File: src/design/lpcal_map.vh
/*
 Constants for the low-power oscillator calibration block: register
 byte addresses, field positions, reset values, state codes and the
 timing figures of a calibration run.
 Assumes a 10 MHz system clock and a 32-bit AHB-Lite register bus.
*/
// Summary of operation
// - 9-bit reference counter on accurate source
// - 10-bit low-power counter, direct or divide-by-4
// - Only low four trim bits are writable
// - Larger trim lowers oscillator frequency
// - Reference count 0x1FF stops both counters
// - Control bit 4 selects crystal reference
// - Control bit 3 resets counters, disables logic
// - Bits 2 and 1 clear the counters
// - Bit 0 starts a run, clearing aborts
// - Status bits 3-2 give calibration state
// - Status bit 0 high while run active
// - Run lasts about 4 ms or 16 ms
// - Trim resets to 0x08, others to zero
`ifndef LPCAL_MAP_VH
`define LPCAL_MAP_VH

`define LPCAL_ADDR_TRIM    32'hffff042c
`define LPCAL_ADDR_CTRL    32'hffff0440
`define LPCAL_ADDR_STAT    32'hffff0444
`define LPCAL_ADDR_REFCNT  32'hffff0448
`define LPCAL_ADDR_LPCNT   32'hffff044c

`define LPCAL_TRIM_W       4
`define LPCAL_TRIM_RST     4'h8
`define LPCAL_CTRL_W       5
`define LPCAL_CTRL_RST     5'h00
`define LPCAL_CTRL_EN      0
`define LPCAL_CTRL_CLR_REF 1
`define LPCAL_CTRL_CLR_LP  2
`define LPCAL_CTRL_CALRST  3
`define LPCAL_CTRL_XTAL    4

`define LPCAL_STAT_BUSY    0
`define LPCAL_STAT_EN      1
`define LPCAL_STAT_ST_LO   2
`define LPCAL_STAT_ST_HI   3

`define LPCAL_REF_W        9
`define LPCAL_LP_W         10
`define LPCAL_REF_TERM     9'h1ff
`define LPCAL_LP_MAX       10'h3ff
`define LPCAL_DIV_LAST     2'h3

`define LPCAL_ST_IDLE      2'h0
`define LPCAL_ST_CNTEN     2'h1
`define LPCAL_ST_COUNT     2'h2
`define LPCAL_ST_DONE      2'h3

`define LPCAL_CLK_MHZ      10
`define LPCAL_RUN_PREC_US  4000
`define LPCAL_RUN_XTAL_US  16000
`define LPCAL_TMO_FACTOR   2
`define LPCAL_TMO_W        20

`define LPCAL_HTRANS_ACT   1
`define LPCAL_HSIZE_WORD   3'h2

`endif

File: src/design/lpcal_edge.v
/*
 Input synchroniser and rising-edge detector for the oscillator pins.
 Each channel passes two flip-flops before a third one is compared
 for the edge. Assumes every input is slow against clk.
*/
`default_nettype none

module lpcal_edge #(
  parameter CHANNELS = 3
) (
  // Clock and reset
  input  wire                clk,
  input  wire                sys_rst,
  // Asynchronous oscillator levels
  input  wire [CHANNELS-1:0] osc_in,
  // One-cycle pulse per rising edge
  output wire [CHANNELS-1:0] rise
);

  reg [CHANNELS-1:0] meta_r;
  reg [CHANNELS-1:0] sync_r;
  reg [CHANNELS-1:0] last_r;

  genvar g;
  generate
    for (g = 0; g < CHANNELS; g = g + 1) begin : g_chan
      // The first stage feeds only the second to keep metastability contained.
      always @(posedge clk or posedge sys_rst) begin
        if (sys_rst) begin
          meta_r[g] <= 1'b0;
          sync_r[g] <= 1'b0;
          last_r[g] <= 1'b0;
        end else begin
          meta_r[g] <= osc_in[g];
          sync_r[g] <= meta_r[g];
          last_r[g] <= sync_r[g];
        end
      end
      assign rise[g] = sync_r[g] & ~last_r[g];
    end
  endgenerate

endmodule

`default_nettype wire

File: src/design/lpcal_top.v
/*
 Low-power oscillator calibration block: trim, control and status
 registers, a 9-bit reference counter and a 10-bit low-power counter,
 all reached over an AHB-Lite slave port.
 Assumes the oscillators arrive as plain levels far slower than the
 10 MHz clk, and that the trim code drives the oscillator directly.
*/
`include "lpcal_map.vh"
`default_nettype none

module lpcal_top #(
  parameter REF_W        = `LPCAL_REF_W,
  parameter LP_W         = `LPCAL_LP_W,
  parameter TMO_PREC_CYC = `LPCAL_RUN_PREC_US * `LPCAL_CLK_MHZ * `LPCAL_TMO_FACTOR,
  parameter TMO_XTAL_CYC = `LPCAL_RUN_XTAL_US * `LPCAL_CLK_MHZ * `LPCAL_TMO_FACTOR
) (
  // Clock and reset
  input  wire                      clk,
  input  wire                      sys_rst,

  // AHB-Lite slave
  input  wire                      hsel,
  input  wire [31:0]               haddr,
  input  wire [1:0]                htrans,
  input  wire                      hwrite,
  input  wire [2:0]                hsize,
  input  wire [31:0]               hwdata,
  input  wire                      hready,
  output reg                       hreadyout,
  output reg                       hresp,
  output reg  [31:0]               hrdata,

  // Oscillator inputs
  input  wire                      osc_prec_in,
  input  wire                      osc_xtal_in,
  input  wire                      osc_lp_in,

  // Trim code to the low-power oscillator
  output reg  [`LPCAL_TRIM_W-1:0]  lp_trim_code
);

  localparam [1:0] ST_IDLE  = `LPCAL_ST_IDLE;
  localparam [1:0] ST_CNTEN = `LPCAL_ST_CNTEN;
  localparam [1:0] ST_COUNT = `LPCAL_ST_COUNT;
  localparam [1:0] ST_DONE  = `LPCAL_ST_DONE;

  localparam [`LPCAL_TMO_W-1:0] TMO_PREC = TMO_PREC_CYC[`LPCAL_TMO_W-1:0];
  localparam [`LPCAL_TMO_W-1:0] TMO_XTAL = TMO_XTAL_CYC[`LPCAL_TMO_W-1:0];

  // Register file
  reg  [`LPCAL_CTRL_W-1:0]   ctrl_r;
  reg  [1:0]                 state_r;
  reg  [1:0]                 state_nxt;
  reg                        done_hold_r;
  reg  [REF_W-1:0]           ref_cnt_r;
  reg  [LP_W-1:0]            lp_cnt_r;
  reg  [1:0]                 div_r;
  reg  [`LPCAL_TMO_W-1:0]    tmo_r;

  // Bus phase tracking
  reg                        wr_pend_r;
  reg  [31:0]                wr_addr_r;
  reg                        rd_pend_r;
  reg  [31:0]                rd_addr_r;
  reg  [31:0]                rd_nxt;

  wire [2:0]                 osc_rise;
  wire                       ctl_en;
  wire                       ctl_calrst;
  wire                       ctl_xtal;
  wire                       ref_tick;
  wire                       lp_raw_tick;
  wire                       lp_tick;
  wire                       counting;
  wire                       ref_term;
  wire                       tmo_hit;
  wire                       addr_ph;
  wire                       busy;

  // Synchronise the three oscillator pins and find their rising edges.
  lpcal_edge #(
    .CHANNELS (3)
  ) u_edge (
    .clk     (clk),
    .sys_rst (sys_rst),
    .osc_in  ({osc_lp_in, osc_xtal_in, osc_prec_in}),
    .rise    (osc_rise)
  );

  assign ctl_en     = ctrl_r[`LPCAL_CTRL_EN];
  assign ctl_calrst = ctrl_r[`LPCAL_CTRL_CALRST];
  assign ctl_xtal   = ctrl_r[`LPCAL_CTRL_XTAL];

  // Reference pulse comes from the crystal or the precision oscillator.
  assign ref_tick = ctl_xtal ? osc_rise[1] : osc_rise[0];

  // The low-power pulse is divided by four whenever the crystal is the
  // reference, so both counters see the same nominal rate.
  assign lp_raw_tick = osc_rise[2];
  assign lp_tick = ctl_xtal ? (lp_raw_tick & (div_r == `LPCAL_DIV_LAST))
                            : lp_raw_tick;

  assign ref_term = (ref_cnt_r == `LPCAL_REF_TERM);
  assign counting = (state_r == ST_COUNT) && !ref_term;
  assign tmo_hit  = (tmo_r == (ctl_xtal ? TMO_XTAL : TMO_PREC));
  assign busy     = (state_r == ST_CNTEN) || (state_r == ST_COUNT);
  assign addr_ph  = hsel && htrans[`LPCAL_HTRANS_ACT] && hready
                    && (hsize == `LPCAL_HSIZE_WORD);

  // Calibration sequencer.
  always @* begin
    state_nxt = state_r;
    case (state_r)
      ST_IDLE: begin
        if (ctl_en && !ctl_calrst && !done_hold_r) begin
          state_nxt = ST_CNTEN;
        end
      end
      ST_CNTEN: begin
        if (!ctl_en || ctl_calrst) begin
          state_nxt = ST_IDLE;
        end else begin
          state_nxt = ST_COUNT;
        end
      end
      ST_COUNT: begin
        if (!ctl_en || ctl_calrst) begin
          state_nxt = ST_IDLE;
        end else if (ref_term) begin
          state_nxt = ST_DONE;
        end else if (tmo_hit) begin
          // A dead reference oscillator would otherwise hang the run.
          state_nxt = ST_IDLE;
        end
      end
      ST_DONE: begin
        state_nxt = ST_IDLE;
      end
      default: begin
        state_nxt = ST_IDLE;
      end
    endcase
  end

  always @(posedge clk or posedge sys_rst) begin
    if (sys_rst) begin
      state_r <= ST_IDLE;
    end else begin
      state_r <= state_nxt;
    end
  end

  // A finished run is not restarted until software clears the enable bit or sets CALRST,
  // so the frozen counts stay put while the enable bit remains set and CALRST and both counter clear bits stay clear.
  always @(posedge clk or posedge sys_rst) begin
    if (sys_rst) begin
      done_hold_r <= 1'b0;
    end else if (!ctl_en || ctl_calrst) begin
      done_hold_r <= 1'b0;
    end else if (state_r == ST_DONE) begin
      done_hold_r <= 1'b1;
    end
  end

  // Run-length watchdog, measured in system clocks.
  always @(posedge clk or posedge sys_rst) begin
    if (sys_rst) begin
      tmo_r <= {`LPCAL_TMO_W{1'b0}};
    end else if (state_r != ST_COUNT) begin
      tmo_r <= {`LPCAL_TMO_W{1'b0}};
    end else if (!tmo_hit) begin
      tmo_r <= tmo_r + 1'b1;
    end
  end

  // Divide-by-four prescaler for the low-power oscillator.
  always @(posedge clk or posedge sys_rst) begin
    if (sys_rst) begin
      div_r <= 2'h0;
    end else if (state_r == ST_CNTEN || ctl_calrst) begin
      div_r <= 2'h0;
    end else if (counting && lp_raw_tick) begin
      div_r <= div_r + 2'h1;
    end
  end

  // Reference counter: cleared at run start or on command, frozen at
  // terminal count.
  always @(posedge clk or posedge sys_rst) begin
    if (sys_rst) begin
      ref_cnt_r <= {REF_W{1'b0}};
    end else if (ctl_calrst || ctrl_r[`LPCAL_CTRL_CLR_REF]
                 || state_r == ST_CNTEN) begin
      ref_cnt_r <= {REF_W{1'b0}};
    end else if (counting && ref_tick) begin
      ref_cnt_r <= ref_cnt_r + 1'b1;
    end
  end

  // Low-power counter: saturates rather than wraps, so a badly fast
  // oscillator still reads as the larger count.
  always @(posedge clk or posedge sys_rst) begin
    if (sys_rst) begin
      lp_cnt_r <= {LP_W{1'b0}};
    end else if (ctl_calrst || ctrl_r[`LPCAL_CTRL_CLR_LP]
                 || state_r == ST_CNTEN) begin
      lp_cnt_r <= {LP_W{1'b0}};
    end else if (counting && lp_tick && lp_cnt_r != {LP_W{1'b1}}) begin
      lp_cnt_r <= lp_cnt_r + 1'b1;
    end
  end

  // Bus address phase capture and read wait state.
  always @(posedge clk or posedge sys_rst) begin
    if (sys_rst) begin
      wr_pend_r <= 1'b0;
      wr_addr_r <= 32'h00000000;
      rd_pend_r <= 1'b0;
      rd_addr_r <= 32'h00000000;
      hreadyout <= 1'b1;
      hresp     <= 1'b0;
    end else begin
      hresp     <= 1'b0;
      wr_pend_r <= addr_ph && hwrite;
      if (addr_ph) begin
        wr_addr_r <= haddr;
        rd_addr_r <= haddr;
      end
      // Reads take one wait state so a write just before is seen.
      if (addr_ph && !hwrite) begin
        rd_pend_r <= 1'b1;
        hreadyout <= 1'b0;
      end else if (rd_pend_r) begin
        rd_pend_r <= 1'b0;
        hreadyout <= 1'b1;
      end
    end
  end

  // Register writes in the data phase.
  always @(posedge clk or posedge sys_rst) begin
    if (sys_rst) begin
      lp_trim_code <= `LPCAL_TRIM_RST;
      ctrl_r       <= `LPCAL_CTRL_RST;
    end else if (wr_pend_r) begin
      case (wr_addr_r)
        `LPCAL_ADDR_TRIM: begin
          // A higher code slows the oscillator.
          lp_trim_code <= hwdata[`LPCAL_TRIM_W-1:0];
        end
        `LPCAL_ADDR_CTRL: begin
          ctrl_r <= hwdata[`LPCAL_CTRL_W-1:0];
        end
        default: begin
          ctrl_r <= ctrl_r;
        end
      endcase
    end
  end

  // Read multiplexer; reserved and unmapped bits read as zero.
  always @* begin
    rd_nxt = 32'h00000000;
    case (rd_addr_r)
      `LPCAL_ADDR_TRIM: begin
        rd_nxt[`LPCAL_TRIM_W-1:0] = lp_trim_code;
      end
      `LPCAL_ADDR_CTRL: begin
        rd_nxt[`LPCAL_CTRL_W-1:0] = ctrl_r;
      end
      `LPCAL_ADDR_STAT: begin
        rd_nxt[`LPCAL_STAT_BUSY] = busy;
        rd_nxt[`LPCAL_STAT_EN]   = ctl_en;
        rd_nxt[`LPCAL_STAT_ST_HI:`LPCAL_STAT_ST_LO] = state_r;
      end
      `LPCAL_ADDR_REFCNT: begin
        rd_nxt[REF_W-1:0] = ref_cnt_r;
      end
      `LPCAL_ADDR_LPCNT: begin
        rd_nxt[LP_W-1:0] = lp_cnt_r;
      end
      default: begin
        rd_nxt = 32'h00000000;
      end
    endcase
  end

  always @(posedge clk or posedge sys_rst) begin
    if (sys_rst) begin
      hrdata <= 32'h00000000;
    end else if (rd_pend_r) begin
      hrdata <= rd_nxt;
    end
  end

endmodule

`default_nettype wire

File: config.mk
export PLATFORM = sky130hd
export DESIGN_NAME = lpcal_top
export DESIGN_NICKNAME = d
export VERILOG_FILES = /design/src/design/lpcal_edge.v /design/src/design/lpcal_top.v
export VERILOG_INCLUDE_DIRS = /design/src /design/src/design
export SDC_FILE = /design/constraint.sdc
export NUM_CORES = 1
export LEC_CHECK = 0
export BUFFER_PORTS_ARGS = -buffer_cell sky130_fd_sc_hd__buf_2
export CORE_ASPECT_RATIO = 0.75
export CORE_MARGIN = 5
export CORE_UTILIZATION = 54
export CTS_CLUSTER_DIAMETER = 30
export DETAILED_ROUTE_END_ITERATION = 10
export GPL_ROUTABILITY_DRIVEN = 1
export PLACE_DENSITY_LB_ADDON = 0.2
export SLEW_MARGIN = 15
export SYNTH_ARGS = -nofsm -noshare
export SYNTH_HDL_FRONTEND = slang
export SYNTH_SLANG_ARGS = --single-unit
File: constraint.sdc
create_clock -name clk -period 4 [get_ports clk]
set_clock_uncertainty 0.2 [all_clocks]
set_input_delay 0.2 -clock clk [delete_from_list [all_inputs] [get_ports clk]]
set_output_delay 0.2 -clock clk [all_outputs]
set_load 0.05 [all_outputs]
After elaboration in Yosys (flattened, before gate mapping) --
Cells that the tools add are included.
Storage, ports and cells: flip-flop bits (word level) 107, bits in latches 0, memory bits (writable) 0, ROM bits 0, input port bits 77, output and inout port bits 38, word-level logic and storage cells 109, memories kept 0
Operators by class: $add $sub $neg 4, multiply operators 0, div/mod/pow operators 0, order comparisons 0, equality and inequality tests 17, shift-type cells 0, muxes and demuxes 26, bitwise logic cells 7, reduce and logical (&&, ||, !) cells 33
Operators with widths (number):
- 32-bit == test, second input constant | 5
- 20-bit two-way mux | 2
- 20-bit by 1-bit adder with 20-bit output, second input constant | 1
- 20-bit by 19-bit == test with 1-bit output | 1
- 10-bit two-way mux | 2
- 4-bit one-hot mux with 5 select lines | 1
- 19-bit two-way mux | 1
- 9-bit two-way mux | 2
- 2-bit two-way mux | 7
- 1-bit logical AND | 12
- 10-bit by 1-bit adder with 10-bit output, second input constant | 1
- 10-bit != test, second input constant | 1
- 2-bit nonzero test | 5
- 9-bit by 1-bit adder with 9-bit output, second input constant | 1
- 9-bit == test, second input constant | 1
- 1-bit two-way mux | 8
- 2-bit one-hot mux with 4 select lines | 1
- 4-bit one-hot mux with 2 select lines | 1
- 1-bit logical OR | 7
- 2-bit == test, second input constant | 3
- 2-bit AND reduction | 3
- 1-bit logical NOT | 5
- 1-bit bitwise AND | 4
- 2-bit != test, second input constant | 2
- other kinds (8) | 10

Longest topological paths before layout --
word-level depth 8, mapped depth 10, gate-level depth less buffers 9

By module --
A second synthesis with hierarchy kept.
Unflattened totals: cells, all modules 460, area, all modules 5186.2 um2
By module, submodules not included:
- lpcal_top | times used 1, cells each 447, area each 4916.0 um2, seq. area each 2454.9 um2
- lpcal_edge | times used 1, cells each 13, area each 270.3 um2, seq. area each 225.2 um2

Least setup slack after synthesis --
Ideal clock, no wire load.
path kind reg-to-reg, from reg ref_cnt_r[0], to reg ref_cnt_r[7], library setup time 0.130 ns, arrival time 1.912 ns, data required time 3.670 ns, path slack 1.757 ns, cell stages (with the launch flop) 11, buffers on the path 1, period minus slack after synthesis 2.243 ns, cell sequence dfrtp_1 > ha_1 > nand2_1 > nor3_1 > ha_1 > nor2b_1 > o21ai_0 > clkbuf_1 > nor4_1 > xnor2_1 > nor2_1
Between the ends: word-level cells in the longest chain between the ends 5, elaborated cells between the ends (all ways) 8, classes of those cells 1 x add/sub; 1 x eq/ne; 2 x mux; 4 x reduce/logical
Ends and longest elaborated chain:
- start, declared | RTL line lpcal_top.v:55 | reg [REF_W-1:0] ref_cnt_r;
- start signal, assigned | RTL line lpcal_top.v:191 | ref_cnt_r <= {REF_W{1'b0}};
- start signal, assigned | RTL line lpcal_top.v:194 | ref_cnt_r <= {REF_W{1'b0}};
- start signal, assigned | RTL line lpcal_top.v:196 | ref_cnt_r <= ref_cnt_r + 1'b1;
- branches (longest 5 deep; another with 9-bit by 1-bit adder with 9-bit output)
Parallel ways; which one is timed is not known. The select of a mux whose other input is x is not followed. A chain may end at the register's enable or synchronous reset.

==> results summary <==
The run finished with clean final reports. The total detailed-routing wirelength is 11300 um. After layout, the worst setup slack is 1.33 ns. The post-synthesis register bit count is 107. The worst setup path is of the flop to flop kind. The mean cell area of the mapped netlist is 11.5 um2.

For this design, the slowest cell found on the critical path is or4_1. The total power of the final layout came out at 2.34 mW. The Yosys warning count is 0.

The synthesis-to-finish area growth is 21.0%. The post-detailed-route count of antenna-violating nets is 0. The number of detailed-routing iterations run before antenna repair is 4. After synthesis, the cell types taking the most area are dfrtp_1, mux2_2, xnor2_1, buf_4, ha_1.

No sink is reached through more buffers than the 2 on the longest clock path. Timing analysis after detailed placement gives a worst setup slack of 1.31 ns. The largest fanout on the critical path came out at 5.

The total inserted antenna cells is 0. The number of rows created at floorplan is 30. The library cell occupying the most area in the post-synthesis netlist is dfrtp_1.

The area taken by multi-input logic gates came out at around 2200 um2. Grouping stages by cell kind, the critical path spends the most delay in simple AND/OR/NAND/NOR gates. The sequential cells in the finished layout cover a total of 2680 um2.

In this run, post-CTS hold repair placed 42 buffers. The area enclosed by the die boundary came out at 11600 um2. The first global-routing pass estimated approximately 19000 um of wire. The later-pin clock latency in the skew report came out at ~0.35 ns. The share of the core filled with cells in the final layout came out at 67.9%. The chip height is 94.7 um.

The horizontal die dimension came out at 123 um. The largest net degree at the start of global routing is 45. The fraction of layout cells with a size suffix above 1 came out at approximately a quarter. The fraction of the yosys area taken by sequential cells is 51.9%.

In the synthesized netlist the dominant register cell turns out to be dfrtp_1. The number of cells produced by synthesis is 447. The post-layout net count is 639. After clock tree synthesis, the repair step resized 0 gates. The clock tree from TritonCTS is done.

The H-tree level count is 3. The final total negative setup slack came out at 0 ns. The area of the mapped netlist is 5160 um2. For this block, the initial DRC count from the detailed router was just over 200. The share of synthesized flip-flops with an asynchronous set or reset came out at 100%. For this run, design rule violations remaining after detail routing come to 0. The highest attainable clock frequency came out at 375 MHz. For the pin with the worst max-slew slack, the measured transition is 0.609 ns. STA classifies the critical path endpoint as a flop. Dividing the detail-routed wire length by the instance count gives about 16 um. Summing over every cut layer, the via total after detailed routing is 3654. The data required time of the critical path came out at 4.04 ns. The cell at the root of the clock tree is clkbuf_16. Traced cell by cell, the critical path runs through nand4b_1 -> or4_1 -> nor3_2 -> and4_1 -> mux2_4. The highest cell delay on the worst timing path is 0.58 ns. The arrival time at the worst endpoint is 2.71 ns.

The leakage power figure came out at between 2 and 3 nW. Buffers added to address setup during post-CTS repair amount to 0. The final HPWL from detailed placement came out at 7630 um. The final hold violation count came out at 0. The share of the clock period used by the worst path is between 60% and 70%. The power density over the cells came out at 374 nW/um2. In the routed layout, each cell is associated on average with a via count of 5.34.

The initial antenna violation count was 0. Setup repair after global routing left no endpoint under its margin. The max-slew violation total from the final report is 0.

The number of top-level pins is ~120. The share of the synthesized area in the top cell type came out at 50.9%. The port buffer count is 63. On the final layout, the worst hold slack is 0.156 ns. The via count of the first global-routing pass came out at 3772. The number of enable flip-flop cells after synthesis is 0. The netlist uses 52 different library cells. The count of final setup violators came out at 0. The final critical delay including setup and external delays is 2.67 ns. The path class of the tightest hold or removal check is flop to flop. Counting the buffers created by CTS gives 9. The area of the core came out at around 9200 um2. The fill cell instance count of the final layout is 673.

The largest voltage drop on the vdd net came out at 211 uV. The aggregate global routing overflow is 0. STA classifies the critical path startpoint as a flop. Together, buffers and inverters on the worst path number 0. The weighted congestion at the end of routability-driven global placement came out at 0.830. The relative max-transition margin is 59.4%. CTS saw ~110 sinks. The tool flagged a number of max-cap violations equal to 0. The overall fraction of global-route tracks in use came out at a little over a fifth. The initial utilization of the core area, before any placement, comes to 56.1%. The clock-pin slew reported for the worst setup and hold paths after clock tree synthesis came out at 0.08 ns.
[area by class of cell]
type	count	area share [%]
Sequential cell	107	42.9
Multi-Input combinational cell	303	36.0
Timing Repair Buffer	110	12.4
Clock buffer	9	3.61
Tap cell	128	2.57
Clock inverter	7	1.28
Inverter	20	1.24
[routing by layer]
| metal | global-route usage [%] | wire length [um] | vias up |
|---|---|---|---|
| li1 | - | - | 1731 |
| met4 | 5.96 | 138 | 0 |
| met2 | 32.4 | 5240 | 117 |
| met1 | 28.8 | 5200 | 1796 |
| met5 | 0 | 0 | - |
| met3 | 5.99 | 706 | 10 |
[stage by stage]
stage | std cells | instance area (um2)
2_1_floorplan | 469 | 5240
3_3_place_gp | 626 | 5520
3_5_place_dp | 626 | 5520
4_1_cts | 684 | 6240
5_1_grt | 684 | 6240
6_report | 684 | 6240
[path summary, 6_finish.rpt]
kind                             startpoint          endpoint  slack [ns]  cells after the start
setup / recovery              rd_addr_r[14]         ctrl_r[3]        1.33                      5
hold / removal             u_edge.meta_r[1]  u_edge.sync_r[1]        0.16                      0
setup reg to reg              rd_addr_r[14]         ctrl_r[3]        1.33                      5
hold reg to reg            u_edge.meta_r[1]  u_edge.sync_r[1]        0.16                      0
max in group asynchronous           sys_rst         hreadyout        2.49                      4
min in group asynchronous           sys_rst     rd_addr_r[29]        0.25                      3
[cells in the mapped netlist, drive strengths merged (11+ instances only)]
library cell,n
mux2,43
buf,30
xnor2,22
o21ai,11
and2,17
nand2,18
inv,20
ha,11
nor2,27
nand3,17
dfrtp,105
nor3,12
[layout by cell type, fill, tap and decap left out, types with 4 or more instances in the layout]
master and n:
dlygate4sd3_1 42, nor3_1 11, nand3_1 17, and2_1 17, nand4_1 9, buf_4 5, mux4_2 4, buf_2 63
mux2i_1 9, conb_1 23, o22ai_1 6, ha_1 11, nor2_1 27, o32ai_1 4, inv_1 19, a21oi_1 5
dfrtp_1 105, and3_1 5, a22oi_1 4, nand2_1 18, o21ai_0 10, and4_1 5, clkbuf_16 9, nor4_1 7
mux2_4 5, mux2_2 37, xnor2_1 22, xor2_1 6, or3_1 7
[cell families (layout without fill, tap and decap cells)]
logic type	Yosys count	in the layout	synth area share (%)
and+or+nand+nor	147	147	16.1
buffers and inverters	59	146	6.11
muxes	56	56	13.2
adders and majority gates	11	11	2.67
other	1	23	0.0727
DFF	107	107	51.9
xor gates and xnor gates	28	28	4.75
AOI/OAI and AO/OA	38	38	5.12
[flip-flops by register name, summed over array words and instances (netlist names)]
name and count:
u_edge.sync_r 3, hrdata 10, lp_cnt_r 10, tmo_r 20, u_edge.meta_r 3, rd_addr_r 32
wr_pend_r 1, u_edge.last_r 3, hreadyout 1, ctrl_r 5, lp_trim_code 4, done_hold_r 1
state_r 2, rd_pend_r 1, ref_cnt_r 9, div_r 2
[power breakdown]
part           leakage, nW  internal [mW]  switching, mW  total, mW
clock network        0.146          0.446          0.440      0.886
registers             1.42           1.15         0.0558       1.21
logic                 1.30          0.114          0.127      0.241
[worst reg2reg max path: stages (launching register included)]
cell      delay [ns]
dfrtp_1         0.38
nand4b_1        0.18
or4_1           0.58
nor3_2          0.38
and4_1          0.49
mux2_4          0.34
Power figures use the tool's default switching activity.
